### config.mk
export PLATFORM = sky130hd
export DESIGN_NAME = ipd_detector
export DESIGN_NICKNAME = d
export VERILOG_FILES = /design/src/hw/ipd_pkg.sv /design/src/hw/ipd_detector.sv
export SDC_FILE = /design/constraint.sdc
export NUM_CORES = 1
export LEC_CHECK = 0
export BUFFER_PORTS_ARGS = -buffer_cell sky130_fd_sc_hd__buf_2
export CAP_MARGIN = 15
export CELL_PAD_IN_SITES_DETAIL_PLACEMENT = 2
export CELL_PAD_IN_SITES_GLOBAL_PLACEMENT = 2
export CORE_MARGIN = 3
export CORE_UTILIZATION = 37
export CTS_CLUSTER_SIZE = 25
export DETAILED_ROUTE_END_ITERATION = 16
export PLACE_DENSITY = 0.82
export SYNTH_ARGS = -nofsm -noshare
export SYNTH_HDL_FRONTEND = slang
export SYNTH_SLANG_ARGS = --single-unit
### constraint.sdc
create_clock -name sys_clk_i -period 4.54 [get_ports sys_clk_i]
set_input_delay 0 -clock sys_clk_i [delete_from_list [all_inputs] [get_ports sys_clk_i]]
set_output_delay 0 -clock sys_clk_i [all_outputs]
set_load 0.01 [all_outputs]
### src/hw/ipd_pkg.sv
// Overview of operation
// RULE1 - Crossing thresholds are signed 2.14 values
// RULE2 - Per path bit selects one or two-bit flag
// RULE3 - Peak flag sets when filter exceeds upper
// RULE4 - Flag clears after dwell below lower limit
// RULE5 - RMS detector runs only when enabled
// RULE6 - RMS block length is two to M
// RULE7 - Average power compared to high, low limits
// RULE8 - Settings built from low and high bytes
package ipd_pkg;
  localparam logic [7:0] OFS_P0_UP_LO   = 8'h0F;
  localparam logic [7:0] OFS_P0_UP_HI   = 8'h10;
  localparam logic [7:0] OFS_P0_LO_LO   = 8'h11;
  localparam logic [7:0] OFS_P0_LO_HI   = 8'h12;
  localparam logic [7:0] OFS_P0_FMT     = 8'h13;
  localparam logic [7:0] OFS_P1_UP_LO   = 8'h16;
  localparam logic [7:0] OFS_P1_UP_HI   = 8'h17;
  localparam logic [7:0] OFS_P1_LO_LO   = 8'h18;
  localparam logic [7:0] OFS_P1_LO_HI   = 8'h19;
  localparam logic [7:0] OFS_P1_FMT     = 8'h1A;
  localparam logic [7:0] OFS_HOLD_LO    = 8'h1D;
  localparam logic [7:0] OFS_HOLD_HI    = 8'h1E;
  localparam logic [7:0] OFS_RMS_EN     = 8'h20;
  localparam logic [7:0] OFS_RMS_EXP    = 8'h21;
  localparam logic [7:0] OFS_RMS_UP_LO  = 8'h22;
  localparam logic [7:0] OFS_RMS_UP_HI  = 8'h23;
  localparam logic [7:0] OFS_RMS_LO_LO  = 8'h24;
  localparam logic [7:0] OFS_RMS_LO_HI  = 8'h25;
  localparam logic [7:0] OFS_IRQ_STAT   = 8'h40;
  localparam logic [7:0] OFS_IRQ_MASK   = 8'h41;
  localparam logic [7:0] OFS_FLAGS      = 8'h42;
  localparam logic [4:0] RMS_EXP_MAX    = 5'h10;
  localparam logic [15:0] RST_WORD      = 16'h0000;
  // Status bit positions: path0 set, path0 clear, path1 set, path1 clear, rms high, rms low.
  localparam int IRQ_W = 6;

  typedef struct packed {
    logic signed [15:0] upper;
    logic signed [15:0] lower;
    logic               wide;
  } ipd_path_cfg_s;

  typedef struct packed {
    ipd_path_cfg_s [1:0] path;
    logic [15:0]         hold;
    logic                rms_on;
    logic [4:0]          rms_exp;
    logic [15:0]         rms_upper;
    logic [15:0]         rms_lower;
    logic [IRQ_W-1:0]    irq_stat;
    logic [IRQ_W-1:0]    irq_mask;
    logic [1:0]          peak;
    logic [1:0][15:0]    dwell;
    logic [16:0]         blk_cnt;
    logic [47:0]         acc;
    logic [15:0]         avg;
    logic                avg_valid;
    logic [1:0]          rms_flag;
    logic [7:0]          rdata;
  } ipd_state_s;
endpackage

### src/hw/ipd_detector.sv
// Decided for this implementation: the plain strobed port.
`timescale 1ns/1ps
`default_nettype none
module ipd_detector
  import ipd_pkg::*;
(
  input  wire logic                sys_clk_i,
  input  wire logic                nrst_i,
  input  wire logic [7:0]          addr_i,
  input  wire logic [7:0]          wdata_i,
  input  wire logic                wr_i,
  input  wire logic                rd_i,
  output logic      [7:0]          rdata_o,
  input  wire logic [1:0][15:0]    iir_out_i,
  input  wire logic [15:0]         power_i,
  output logic      [1:0][1:0]     path_flag_o,
  output logic      [1:0]          rms_flag_o,
  output logic                     rms_avg_valid_o,
  output logic      [15:0]         rms_avg_o,
  output logic                     irq_o
);
  ipd_state_s st;
  ipd_state_s next_st;
  logic [IRQ_W-1:0] ev;
  logic [1:0]       above;
  logic [1:0]       below;
  logic [16:0]      blk_len;
  logic [47:0]      sum;

  genvar g;
  generate
    for (g = 0; g < 2; g++) begin : g_cmp
      // Thresholds and filter output share the signed 2.14 scale.
      assign above[g] = $signed(iir_out_i[g]) > st.path[g].upper; // RULE1
      assign below[g] = $signed(iir_out_i[g]) < st.path[g].lower;
    end
  endgenerate

  // Settings above sixteen are clamped so the block never grows beyond two to sixteen.
  assign blk_len = 17'h00001 << ((st.rms_exp > RMS_EXP_MAX) ? RMS_EXP_MAX : st.rms_exp); // RULE6
  assign sum     = st.acc + {32'h00000000, power_i};

  always_comb begin
    next_st = st;
    ev      = '0;
    next_st.rdata     = 8'h00;
    next_st.avg_valid = 1'b0;
    for (int p = 0; p < 2; p++) begin
      if (above[p]) begin
        if (!st.peak[p]) ev[2*p] = 1'b1;
        next_st.peak[p]  = 1'b1; // RULE3
        next_st.dwell[p] = 16'h0000;
      end else if (st.peak[p] && below[p]) begin
        // The dwell run restarts whenever the output leaves the region below the lower limit.
        if (st.dwell[p] >= st.hold) begin
          next_st.peak[p]  = 1'b0; // RULE4
          next_st.dwell[p] = 16'h0000;
          ev[2*p+1]        = 1'b1;
        end else begin
          next_st.dwell[p] = st.dwell[p] + 16'h0001;
        end
      end else begin
        next_st.dwell[p] = 16'h0000;
      end
    end
    if (st.rms_on) begin // RULE5
      if (st.blk_cnt + 17'h00001 >= blk_len) begin
        next_st.blk_cnt   = '0;
        next_st.acc       = '0;
        next_st.avg       = 16'(sum >> ((st.rms_exp > RMS_EXP_MAX) ? RMS_EXP_MAX : st.rms_exp)); // RULE6
        next_st.avg_valid = 1'b1;
      end else begin
        next_st.blk_cnt = st.blk_cnt + 17'h00001;
        next_st.acc     = sum;
      end
    end else begin
      next_st.blk_cnt  = '0;
      next_st.acc      = '0;
      next_st.rms_flag = 2'b00;
    end
    if (st.avg_valid) begin
      next_st.rms_flag[0] = st.avg > st.rms_upper; // RULE7
      next_st.rms_flag[1] = st.avg < st.rms_lower; // RULE7
      ev[4] = st.avg > st.rms_upper;
      ev[5] = st.avg < st.rms_lower;
    end
    if (wr_i) begin
      unique case (addr_i)
        OFS_P0_UP_LO:  next_st.path[0].upper[7:0]  = wdata_i; // RULE8
        OFS_P0_UP_HI:  next_st.path[0].upper[15:8] = wdata_i; // RULE8
        OFS_P0_LO_LO:  next_st.path[0].lower[7:0]  = wdata_i;
        OFS_P0_LO_HI:  next_st.path[0].lower[15:8] = wdata_i;
        OFS_P0_FMT:    next_st.path[0].wide        = wdata_i[0]; // RULE2
        OFS_P1_UP_LO:  next_st.path[1].upper[7:0]  = wdata_i;
        OFS_P1_UP_HI:  next_st.path[1].upper[15:8] = wdata_i;
        OFS_P1_LO_LO:  next_st.path[1].lower[7:0]  = wdata_i;
        OFS_P1_LO_HI:  next_st.path[1].lower[15:8] = wdata_i;
        OFS_P1_FMT:    next_st.path[1].wide        = wdata_i[0]; // RULE2
        OFS_HOLD_LO:   next_st.hold[7:0]           = wdata_i;
        OFS_HOLD_HI:   next_st.hold[15:8]          = wdata_i;
        OFS_RMS_EN:    next_st.rms_on              = wdata_i[0];
        OFS_RMS_EXP:   next_st.rms_exp             = wdata_i[4:0];
        OFS_RMS_UP_LO: next_st.rms_upper[7:0]      = wdata_i;
        OFS_RMS_UP_HI: next_st.rms_upper[15:8]     = wdata_i;
        OFS_RMS_LO_LO: next_st.rms_lower[7:0]      = wdata_i;
        OFS_RMS_LO_HI: next_st.rms_lower[15:8]     = wdata_i;
        OFS_IRQ_MASK:  next_st.irq_mask            = wdata_i[IRQ_W-1:0];
        default: ;
      endcase
    end
    // A new event in the same cycle as a write-one-to-clear keeps its bit set.
    if (wr_i && addr_i == OFS_IRQ_STAT) begin
      next_st.irq_stat = (st.irq_stat & ~wdata_i[IRQ_W-1:0]) | ev;
    end else begin
      next_st.irq_stat = st.irq_stat | ev;
    end
    if (rd_i) begin
      unique case (addr_i)
        OFS_P0_UP_LO:  next_st.rdata = st.path[0].upper[7:0];
        OFS_P0_UP_HI:  next_st.rdata = st.path[0].upper[15:8];
        OFS_P0_LO_LO:  next_st.rdata = st.path[0].lower[7:0];
        OFS_P0_LO_HI:  next_st.rdata = st.path[0].lower[15:8];
        OFS_P0_FMT:    next_st.rdata = {7'h00, st.path[0].wide};
        OFS_P1_UP_LO:  next_st.rdata = st.path[1].upper[7:0];
        OFS_P1_UP_HI:  next_st.rdata = st.path[1].upper[15:8];
        OFS_P1_LO_LO:  next_st.rdata = st.path[1].lower[7:0];
        OFS_P1_LO_HI:  next_st.rdata = st.path[1].lower[15:8];
        OFS_P1_FMT:    next_st.rdata = {7'h00, st.path[1].wide};
        OFS_HOLD_LO:   next_st.rdata = st.hold[7:0];
        OFS_HOLD_HI:   next_st.rdata = st.hold[15:8];
        OFS_RMS_EN:    next_st.rdata = {7'h00, st.rms_on};
        OFS_RMS_EXP:   next_st.rdata = {3'h0, st.rms_exp};
        OFS_RMS_UP_LO: next_st.rdata = st.rms_upper[7:0];
        OFS_RMS_UP_HI: next_st.rdata = st.rms_upper[15:8];
        OFS_RMS_LO_LO: next_st.rdata = st.rms_lower[7:0];
        OFS_RMS_LO_HI: next_st.rdata = st.rms_lower[15:8];
        OFS_IRQ_STAT:  next_st.rdata = {2'h0, st.irq_stat};
        OFS_IRQ_MASK:  next_st.rdata = {2'h0, st.irq_mask};
        OFS_FLAGS:     next_st.rdata = {4'h0, st.rms_flag, st.peak};
        default:       next_st.rdata = 8'h00;
      endcase
    end
  end

  always_ff @(posedge sys_clk_i) begin
    if (!nrst_i) begin
      st           <= '0;
      st.hold      <= RST_WORD;
      st.rms_upper <= RST_WORD;
      st.rms_lower <= RST_WORD;
    end else begin
      st <= next_st;
    end
  end

  generate
    for (g = 0; g < 2; g++) begin : g_out
      // Bit 1 repeats the flag only in two-bit format; single-bit format holds it low.
      assign path_flag_o[g] = {st.path[g].wide & st.peak[g], st.peak[g]}; // RULE2
    end
  endgenerate
  assign rms_flag_o      = st.rms_flag;
  assign rms_avg_o       = st.avg;
  assign rms_avg_valid_o = st.avg_valid;
  assign rdata_o         = st.rdata;
  assign irq_o           = |(st.irq_stat & st.irq_mask);

  a_peak_set: assert property (@(posedge sys_clk_i) disable iff (!nrst_i) // RULE3
    above[0] |=> st.peak[0]) else $error("Path0 flag not set above upper limit.");
  a_peak_hold: assert property (@(posedge sys_clk_i) disable iff (!nrst_i) // RULE4
    (st.peak[0] && !below[0]) |=> st.peak[0]) else $error("Path0 flag cleared without dwell.");
  a_dwell_cnt: assert property (@(posedge sys_clk_i) disable iff (!nrst_i) // RULE4
    $fell(st.peak[0]) |-> $past(st.dwell[0]) >= $past(st.hold)) else $error("Path0 cleared early.");
  a_narrow_fmt: assert property (@(posedge sys_clk_i) disable iff (!nrst_i) // RULE2
    !st.path[1].wide |-> !path_flag_o[1][1]) else $error("Wide bit set in narrow format.");
  a_rms_off: assert property (@(posedge sys_clk_i) disable iff (!nrst_i) // RULE5
    !st.rms_on |=> !rms_avg_valid_o) else $error("RMS result while disabled.");
  a_rms_high: assert property (@(posedge sys_clk_i) disable iff (!nrst_i) // RULE7
    rms_avg_valid_o |=> rms_flag_o[0] == ($past(rms_avg_o) > $past(st.rms_upper))) else $error("RMS high wrong.");
  a_rms_low: assert property (@(posedge sys_clk_i) disable iff (!nrst_i) // RULE7
    rms_avg_valid_o |=> rms_flag_o[1] == ($past(rms_avg_o) < $past(st.rms_lower))) else $error("RMS low wrong.");
  a_blk_len: assert property (@(posedge sys_clk_i) disable iff (!nrst_i) // RULE6
    (st.rms_on && st.rms_exp == 5'h00 && $past(st.rms_on)) |-> ##1 rms_avg_valid_o)
    else $error("Unit block missed.");
  a_byte_pair: assert property (@(posedge sys_clk_i) disable iff (!nrst_i) // RULE8
    (wr_i && addr_i == OFS_HOLD_HI) |=> st.hold[15:8] == $past(wdata_i)) else $error("Hold high byte lost.");
  a_thr_sign: assert property (@(posedge sys_clk_i) disable iff (!nrst_i) // RULE1
    (st.path[1].upper[15] && !iir_out_i[1][15]) |-> above[1]) else $error("Signed compare wrong.");
  c_peak_cycle: cover property (@(posedge sys_clk_i) disable iff (!nrst_i) $fell(st.peak[0]));
  c_rms_block:  cover property (@(posedge sys_clk_i) disable iff (!nrst_i) rms_avg_valid_o && st.rms_exp == 5'h04);
  c_irq:        cover property (@(posedge sys_clk_i) disable iff (!nrst_i) $rose(irq_o));
  c_path1_pk:   cover property (@(posedge sys_clk_i) disable iff (!nrst_i) $rose(st.peak[1]));
  c_unit_blk:   cover property (@(posedge sys_clk_i) disable iff (!nrst_i) rms_avg_valid_o && st.rms_exp == 5'h00);

  // Both paths obey the same flag rules, so their checks are generated once per path.
  generate
    for (g = 0; g < 2; g++) begin : g_chk
      a_path_set: assert property (@(posedge sys_clk_i) disable iff (!nrst_i) // RULE3
        above[g]
        |=> st.peak[g])
        else $error("Flag not set above upper limit.");

      a_path_rise: assert property (@(posedge sys_clk_i) disable iff (!nrst_i) // RULE3
        $rose(st.peak[g])
        |-> $past(above[g]))
        else $error("Flag rose without a crossing.");

      a_path_hold: assert property (@(posedge sys_clk_i) disable iff (!nrst_i) // RULE4
        (st.peak[g] && !below[g])
        |=> st.peak[g])
        else $error("Flag cleared while not below lower limit.");

      a_path_dwell: assert property (@(posedge sys_clk_i) disable iff (!nrst_i) // RULE4
        $fell(st.peak[g])
        |-> $past(st.dwell[g]) >= $past(st.hold))
        else $error("Flag cleared before the dwell ran out.");

      a_dwell_idle: assert property (@(posedge sys_clk_i) disable iff (!nrst_i) // RULE4
        !st.peak[g]
        |-> st.dwell[g] == 16'h0000)
        else $error("Dwell count running without a flag.");

      a_wide_fmt: assert property (@(posedge sys_clk_i) disable iff (!nrst_i) // RULE2
        (st.path[g].wide && st.peak[g])
        |-> path_flag_o[g] == 2'b11)
        else $error("Two-bit flag not shown.");

      a_set_event: assert property (@(posedge sys_clk_i) disable iff (!nrst_i) // RULE3
        $rose(st.peak[g])
        |-> st.irq_stat[2*g])
        else $error("Set event not recorded.");

      a_clr_event: assert property (@(posedge sys_clk_i) disable iff (!nrst_i) // RULE4
        $fell(st.peak[g])
        |-> st.irq_stat[2*g+1])
        else $error("Clear event not recorded.");
    end
  endgenerate

  // Blocks of two or more samples can never end in two cycles in a row.
  a_valid_pulse: assert property (@(posedge sys_clk_i) disable iff (!nrst_i) // RULE6
    (rms_avg_valid_o && st.rms_exp != 5'h00)
    |=> !rms_avg_valid_o)
    else $error("Block result repeated too soon.");

  a_unit_avg: assert property (@(posedge sys_clk_i) disable iff (!nrst_i) // RULE6
    (st.rms_on && st.rms_exp == 5'h00 && st.blk_cnt == 17'h00000 && st.acc == 48'h000000000000)
    |=> rms_avg_o == $past(power_i))
    else $error("Unit block average wrong.");

  a_exp_clamp: assert property (@(posedge sys_clk_i) disable iff (!nrst_i) // RULE6
    (st.rms_exp > RMS_EXP_MAX)
    |-> blk_len == 17'h10000)
    else $error("Block length not clamped.");

  a_rms_clear: assert property (@(posedge sys_clk_i) disable iff (!nrst_i) // RULE5
    !st.rms_on
    |=> (st.blk_cnt == 17'h00000 && st.acc == 48'h000000000000))
    else $error("Accumulator running while disabled.");

  a_rms_flag_off: assert property (@(posedge sys_clk_i) disable iff (!nrst_i) // RULE5
    (!st.rms_on && !rms_avg_valid_o)
    |=> rms_flag_o == 2'b00)
    else $error("RMS flags kept while disabled.");

  a_rms_ev_hi: assert property (@(posedge sys_clk_i) disable iff (!nrst_i) // RULE7
    (st.avg_valid && st.avg > st.rms_upper)
    |=> st.irq_stat[4])
    else $error("High power event lost.");

  a_rms_ev_lo: assert property (@(posedge sys_clk_i) disable iff (!nrst_i) // RULE7
    (st.avg_valid && st.avg < st.rms_lower)
    |=> st.irq_stat[5])
    else $error("Low power event lost.");

  // Status bits are sticky: only a write to the status register may drop one.
  a_irq_sticky: assert property (@(posedge sys_clk_i) disable iff (!nrst_i) // RULE3
    !(wr_i && addr_i == OFS_IRQ_STAT)
    |=> (st.irq_stat & $past(st.irq_stat)) == $past(st.irq_stat))
    else $error("Status bit dropped without a write.");

  a_w1c_clear: assert property (@(posedge sys_clk_i) disable iff (!nrst_i) // RULE4
    (wr_i && addr_i == OFS_IRQ_STAT && ev == 6'h00)
    |=> (st.irq_stat & $past(wdata_i[IRQ_W-1:0])) == 6'h00)
    else $error("Status bit not cleared by write.");

  a_rd_idle: assert property (@(posedge sys_clk_i) disable iff (!nrst_i) // RULE8
    !rd_i
    |=> rdata_o == 8'h00)
    else $error("Read data shown without a read.");

  a_rd_back: assert property (@(posedge sys_clk_i) disable iff (!nrst_i) // RULE8
    (rd_i && addr_i == OFS_HOLD_HI)
    |=> rdata_o == $past(st.hold[15:8]))
    else $error("Hold high byte read wrong.");

  a_hold_lo: assert property (@(posedge sys_clk_i) disable iff (!nrst_i) // RULE8
    (wr_i && addr_i == OFS_HOLD_LO)
    |=> st.hold[7:0] == $past(wdata_i))
    else $error("Hold low byte lost.");

  a_p0_lo_byte: assert property (@(posedge sys_clk_i) disable iff (!nrst_i) // RULE8
    (wr_i && addr_i == OFS_P0_LO_LO)
    |=> st.path[0].lower[7:0] == $past(wdata_i))
    else $error("Lower limit low byte lost.");

  a_p1_hi_byte: assert property (@(posedge sys_clk_i) disable iff (!nrst_i) // RULE8
    (wr_i && addr_i == OFS_P1_UP_HI)
    |=> st.path[1].upper[15:8] == $past(wdata_i))
    else $error("Upper limit high byte lost.");

  a_rms_lo_byte: assert property (@(posedge sys_clk_i) disable iff (!nrst_i) // RULE8
    (wr_i && addr_i == OFS_RMS_LO_LO)
    |=> st.rms_lower[7:0] == $past(wdata_i))
    else $error("Power low limit byte lost.");

  a_fmt_write: assert property (@(posedge sys_clk_i) disable iff (!nrst_i) // RULE2
    (wr_i && addr_i == OFS_P1_FMT)
    |=> st.path[1].wide == $past(wdata_i[0]))
    else $error("Format bit not written.");

  a_en_write: assert property (@(posedge sys_clk_i) disable iff (!nrst_i) // RULE5
    (wr_i && addr_i == OFS_RMS_EN)
    |=> st.rms_on == $past(wdata_i[0]))
    else $error("Enable bit not written.");

  a_exp_write: assert property (@(posedge sys_clk_i) disable iff (!nrst_i) // RULE6
    (wr_i && addr_i == OFS_RMS_EXP)
    |=> st.rms_exp == $past(wdata_i[4:0]))
    else $error("Block exponent not written.");
endmodule
`default_nettype wire

==> summary.txt <==
Clocking
  • Clk sink count: 242
  • Clock Path Buffers: 3
  • CTS Buf Count: 30
  • Setup repair bufs after CTS: 0
  • H-tree depth: 1
  • Gates resized, CTS repair: 0
  • Root Driver: clkbuf_16
  • Clk slew on worst S/H paths: 0.06 ns
  • CTS tree: done
  • Later-pin clock latency in the skew report: 0.59 ns

Setup path
  • Setup crit end kind: register
  • Worst Setup Path Type: register to register
  • Startpoint Class: register
  • CP Data Arrival Time: 4.65 ns
  • Slowest CP cell: a2111oi_0
  • Family with the most delay on the worst path: compound AO/OA/AOI/OAI gates
  • CP peak stage delay: 0.85 ns
  • Max FO, Critical Path: 4
  • Worst Path Required: 4.96 ns
  • Cells along the critical path: and3_1 > and3_1 > nand3_1 > nor3_1 > xor2_1 > ha_1 > nand2_1 > o21ai_0 > a211oi_1 > o31ai_1 > buf_4 > nand2_1 > a2111oi_0 > a41oi_1
  • Worst path bufs/invs: 1

Synthesis
  • Cell taking the most area after synthesis: dfxtp_1
  • Commonest cells post-synth: nand2_1 (281), dfxtp_1 (242), a21oi_1 (208)
  • Most numerous cell in the Yosys netlist: nand2_1
  • Area share of the largest cell type after synthesis: 29.4%
  • Register area share after synthesis: 29.4%
  • Synthesized flop and latch total: 242
  • Avg Cell Area, Syn: 7.66 sq um
  • Synth Net Count: 2383
  • Cells after synthesis: 2153
  • Distinct cells, synth: 86
  • Mapped cell area: 16500 sq um
  • Top cells by area, synth: dfxtp_1 (29%), ha_1 (12%), nand2_1 (6.4%)
  • EDFF count, synth: 0
  • Ys async rst share: 0%
  • Post-synth top flop: dfxtp_1
  • Synth warn: 0

STA
  • Setup_tns: 0 ns
  • Final worst path period share: 93.1%
  • Setup Skew: 0.0360 ns
  • F_max: 237 MHz
  • Final hold vios: 0
  • Clock period minus worst slack: 4.23 ns
  • Worst hold margin: 0.0412 ns
  • Worst-Margin Slew: 1.08 ns
  • Unrepaired setup endpoints after global routing: false
  • Final slew viol count: 0
  • Number of setup violations in the final report: 0
  • Slew HR: 27.9%

Die
  • Initial core utilization: 37.8%
  • Row Count: 76
  • Die extent in x: 217 um
  • Placeable Area: 43600 sq um
  • Die extent in y: 217 um
  • Num ports: 100
  • Die area: 47100 sq um

Power and ir drop
  • Comb pwr share: 7.3%
  • Total internal power: 3600 uW
  • Sw Ratio: 25.6%
  • Peak VDD IR: 0.267 mV
  • Flop pwr share: 44.2%
  • Net Sw Power: 1240 uW
  • Pleak: 0.00686 uW
  • Cell Pwr Density: 261 nW/um^2
  • Clock share of power: 48.5%

Global routing
  • Initial antenna violation count: 3
  • Largest net degree at the start of global routing: 79
  • Congestion Overflow GR: 0
  • Vias in the first global route: 18.4k
  • First-pass GRT wire length: 111000 um
  • GRT Util Overall: 29.9%

Final layout
  • Nets: 2428
  • Layout fillers: 5126
  • Sequential Area: 4840 sq um
  • Area occupied by multi-input gates: 10500 sq um
  • Ratio of cells with drive above 1 in the final layout: 9.93%
  • Area Growth Syn to Fin: 12.2%

Place
  • Final RePlAce weighted congestion: 0.967
  • Port Buffers: 99
  • DP Wirelength: 54400 um

Worst hold path
  • Worst hold path type: input port to register

Route
  • Pre-antenna DRT Iters: 5
  • Vias per inst: 6.10
  • Met2 WL: 33200 um
  • # DRC: 0
  • Avg WL per Cell: 25.6 um
  • WL final: 71800 um
  • Met3 Routed Length: 4040 um
  • Met1 wire length: 32200 um
  • Drt initial violations: 1372
  • DR top layer: met5
  • Antenna-violating nets left: 0
  • Vias: 17.1k

Status
  • Status: complete, no violations

Job
  • Maxcap violations: 0
[per-stage QoR]
step                utilization [%]  cell area [sq um]  power [uW]  cells  setup WS [ns]
floorplan                         -              16500        2380   2153           1.23
global placement               40.0              17400        2500   2738          0.515
detailed placement             40.0              17400        2520   2738          0.402
CTS                            42.5              18500        4880   2801          0.414
global route                   42.5              18500        5000   2803         0.0144
finish                         42.5              18500        4840   2803          0.314
[routing by layer]
metal	GRT usage (%)	up-vias
met5	0	-
met1	40.7	8695
met2	49.5	476
li1	-	7799
met3	4.34	132
met4	8.28	2
[worst min-delay path, stage by stage]
cell and delay (ns):
buf_2 0.19, nor2_1 0.11, nand3_1 0.11, mux2i_1 0.08, nor2_1 0.09
[final timing paths]
kind / start / end / slack [ns] / cells after the start
setup / recovery: st[77]$_SDFF_PP0_ / rms_avg_o[13]$_SDFFE_PN0P_ / 0.31 / 14
hold / removal: addr_i[0] / st[175]$_SDFFE_PN0P_ / 0.04 / 5
setup reg to reg: st[77]$_SDFF_PP0_ / rms_avg_o[13]$_SDFFE_PN0P_ / 0.31 / 14
hold reg to reg: st[229]$_SDFFE_PN0P_ / st[229]$_SDFFE_PN0P_ / 0.48 / 2
[registers in the layout (all words and copies together) (netlist names)]
signal,count
rdata_o,8
path_flag_o,2
rms_avg_o,16
st,213
rms_flag_o,2
rms_avg_valid_o,1
[layout by cell type, fill, tap and decap left out, types with 13 or more instances in the layout]
cell           synthesis  layout
a211oi_1              20      20
a21o_1                46      46
a21oi_1              208     208
a221oi_1              18      18
a22o_1                14      14
a22oi_1               31      31
a31oi_1               18      18
and3_1                32      32
buf_2                  8      98
buf_4                 33      48
clkbuf_16              0      30
dfxtp_1              242     242
dlygate4sd3_1          0      13
ha_1                 161     161
inv_1                133     133
nand2_1              281     281
nand3_1              187     187
nand4_1               29      29
nor2_1               113     113
nor2b_1               37      37
nor3_1                68      66
o21a_1                22      22
o21ai_0               70      70
xnor2_1               31      31
xor2_1                30      30
[power groups by stage]
stage               clock, uW  sequential [uW]  combinational, uW
detailed placement          0             2190                336
floorplan                   0             2180                202
global placement            0             2190                318
finish                   2350             2140                352
CTS                      2390             2140                348
global route             2480             2140                384
[logic make-up after synthesis]
kind of cell / share of synthesized area, %
muxes: 0.934
adders and majority gates: 12.3
AOI/OAI and AO/OA: 23.2
buffers and inverters: 7.26
xor gates and xnor gates: 3.34
DFF: 29.4
and+or+nand+nor: 23.5
[repair_timing]
| item | CTS | global route |
|---|---|---|
| setup endpoints to repair | 0 | 0 |
| hold buffers | 13 | 0 |
| hold endpoints to repair | 104 | 0 |
[cell type report]
class / instances / area share (%)
Clock inverter: 6 / 0.386
Multi-Input combinational cell: 1628 / 56.6
Antenna cell: 2 / 0.0271
Timing Repair Buffer: 160 / 5.41
Inverter: 136 / 2.77
Clock buffer: 44 / 4.67
Tap cell: 585 / 3.96
Sequential cell: 242 / 26.2
(Power assumes the default switching activity.)
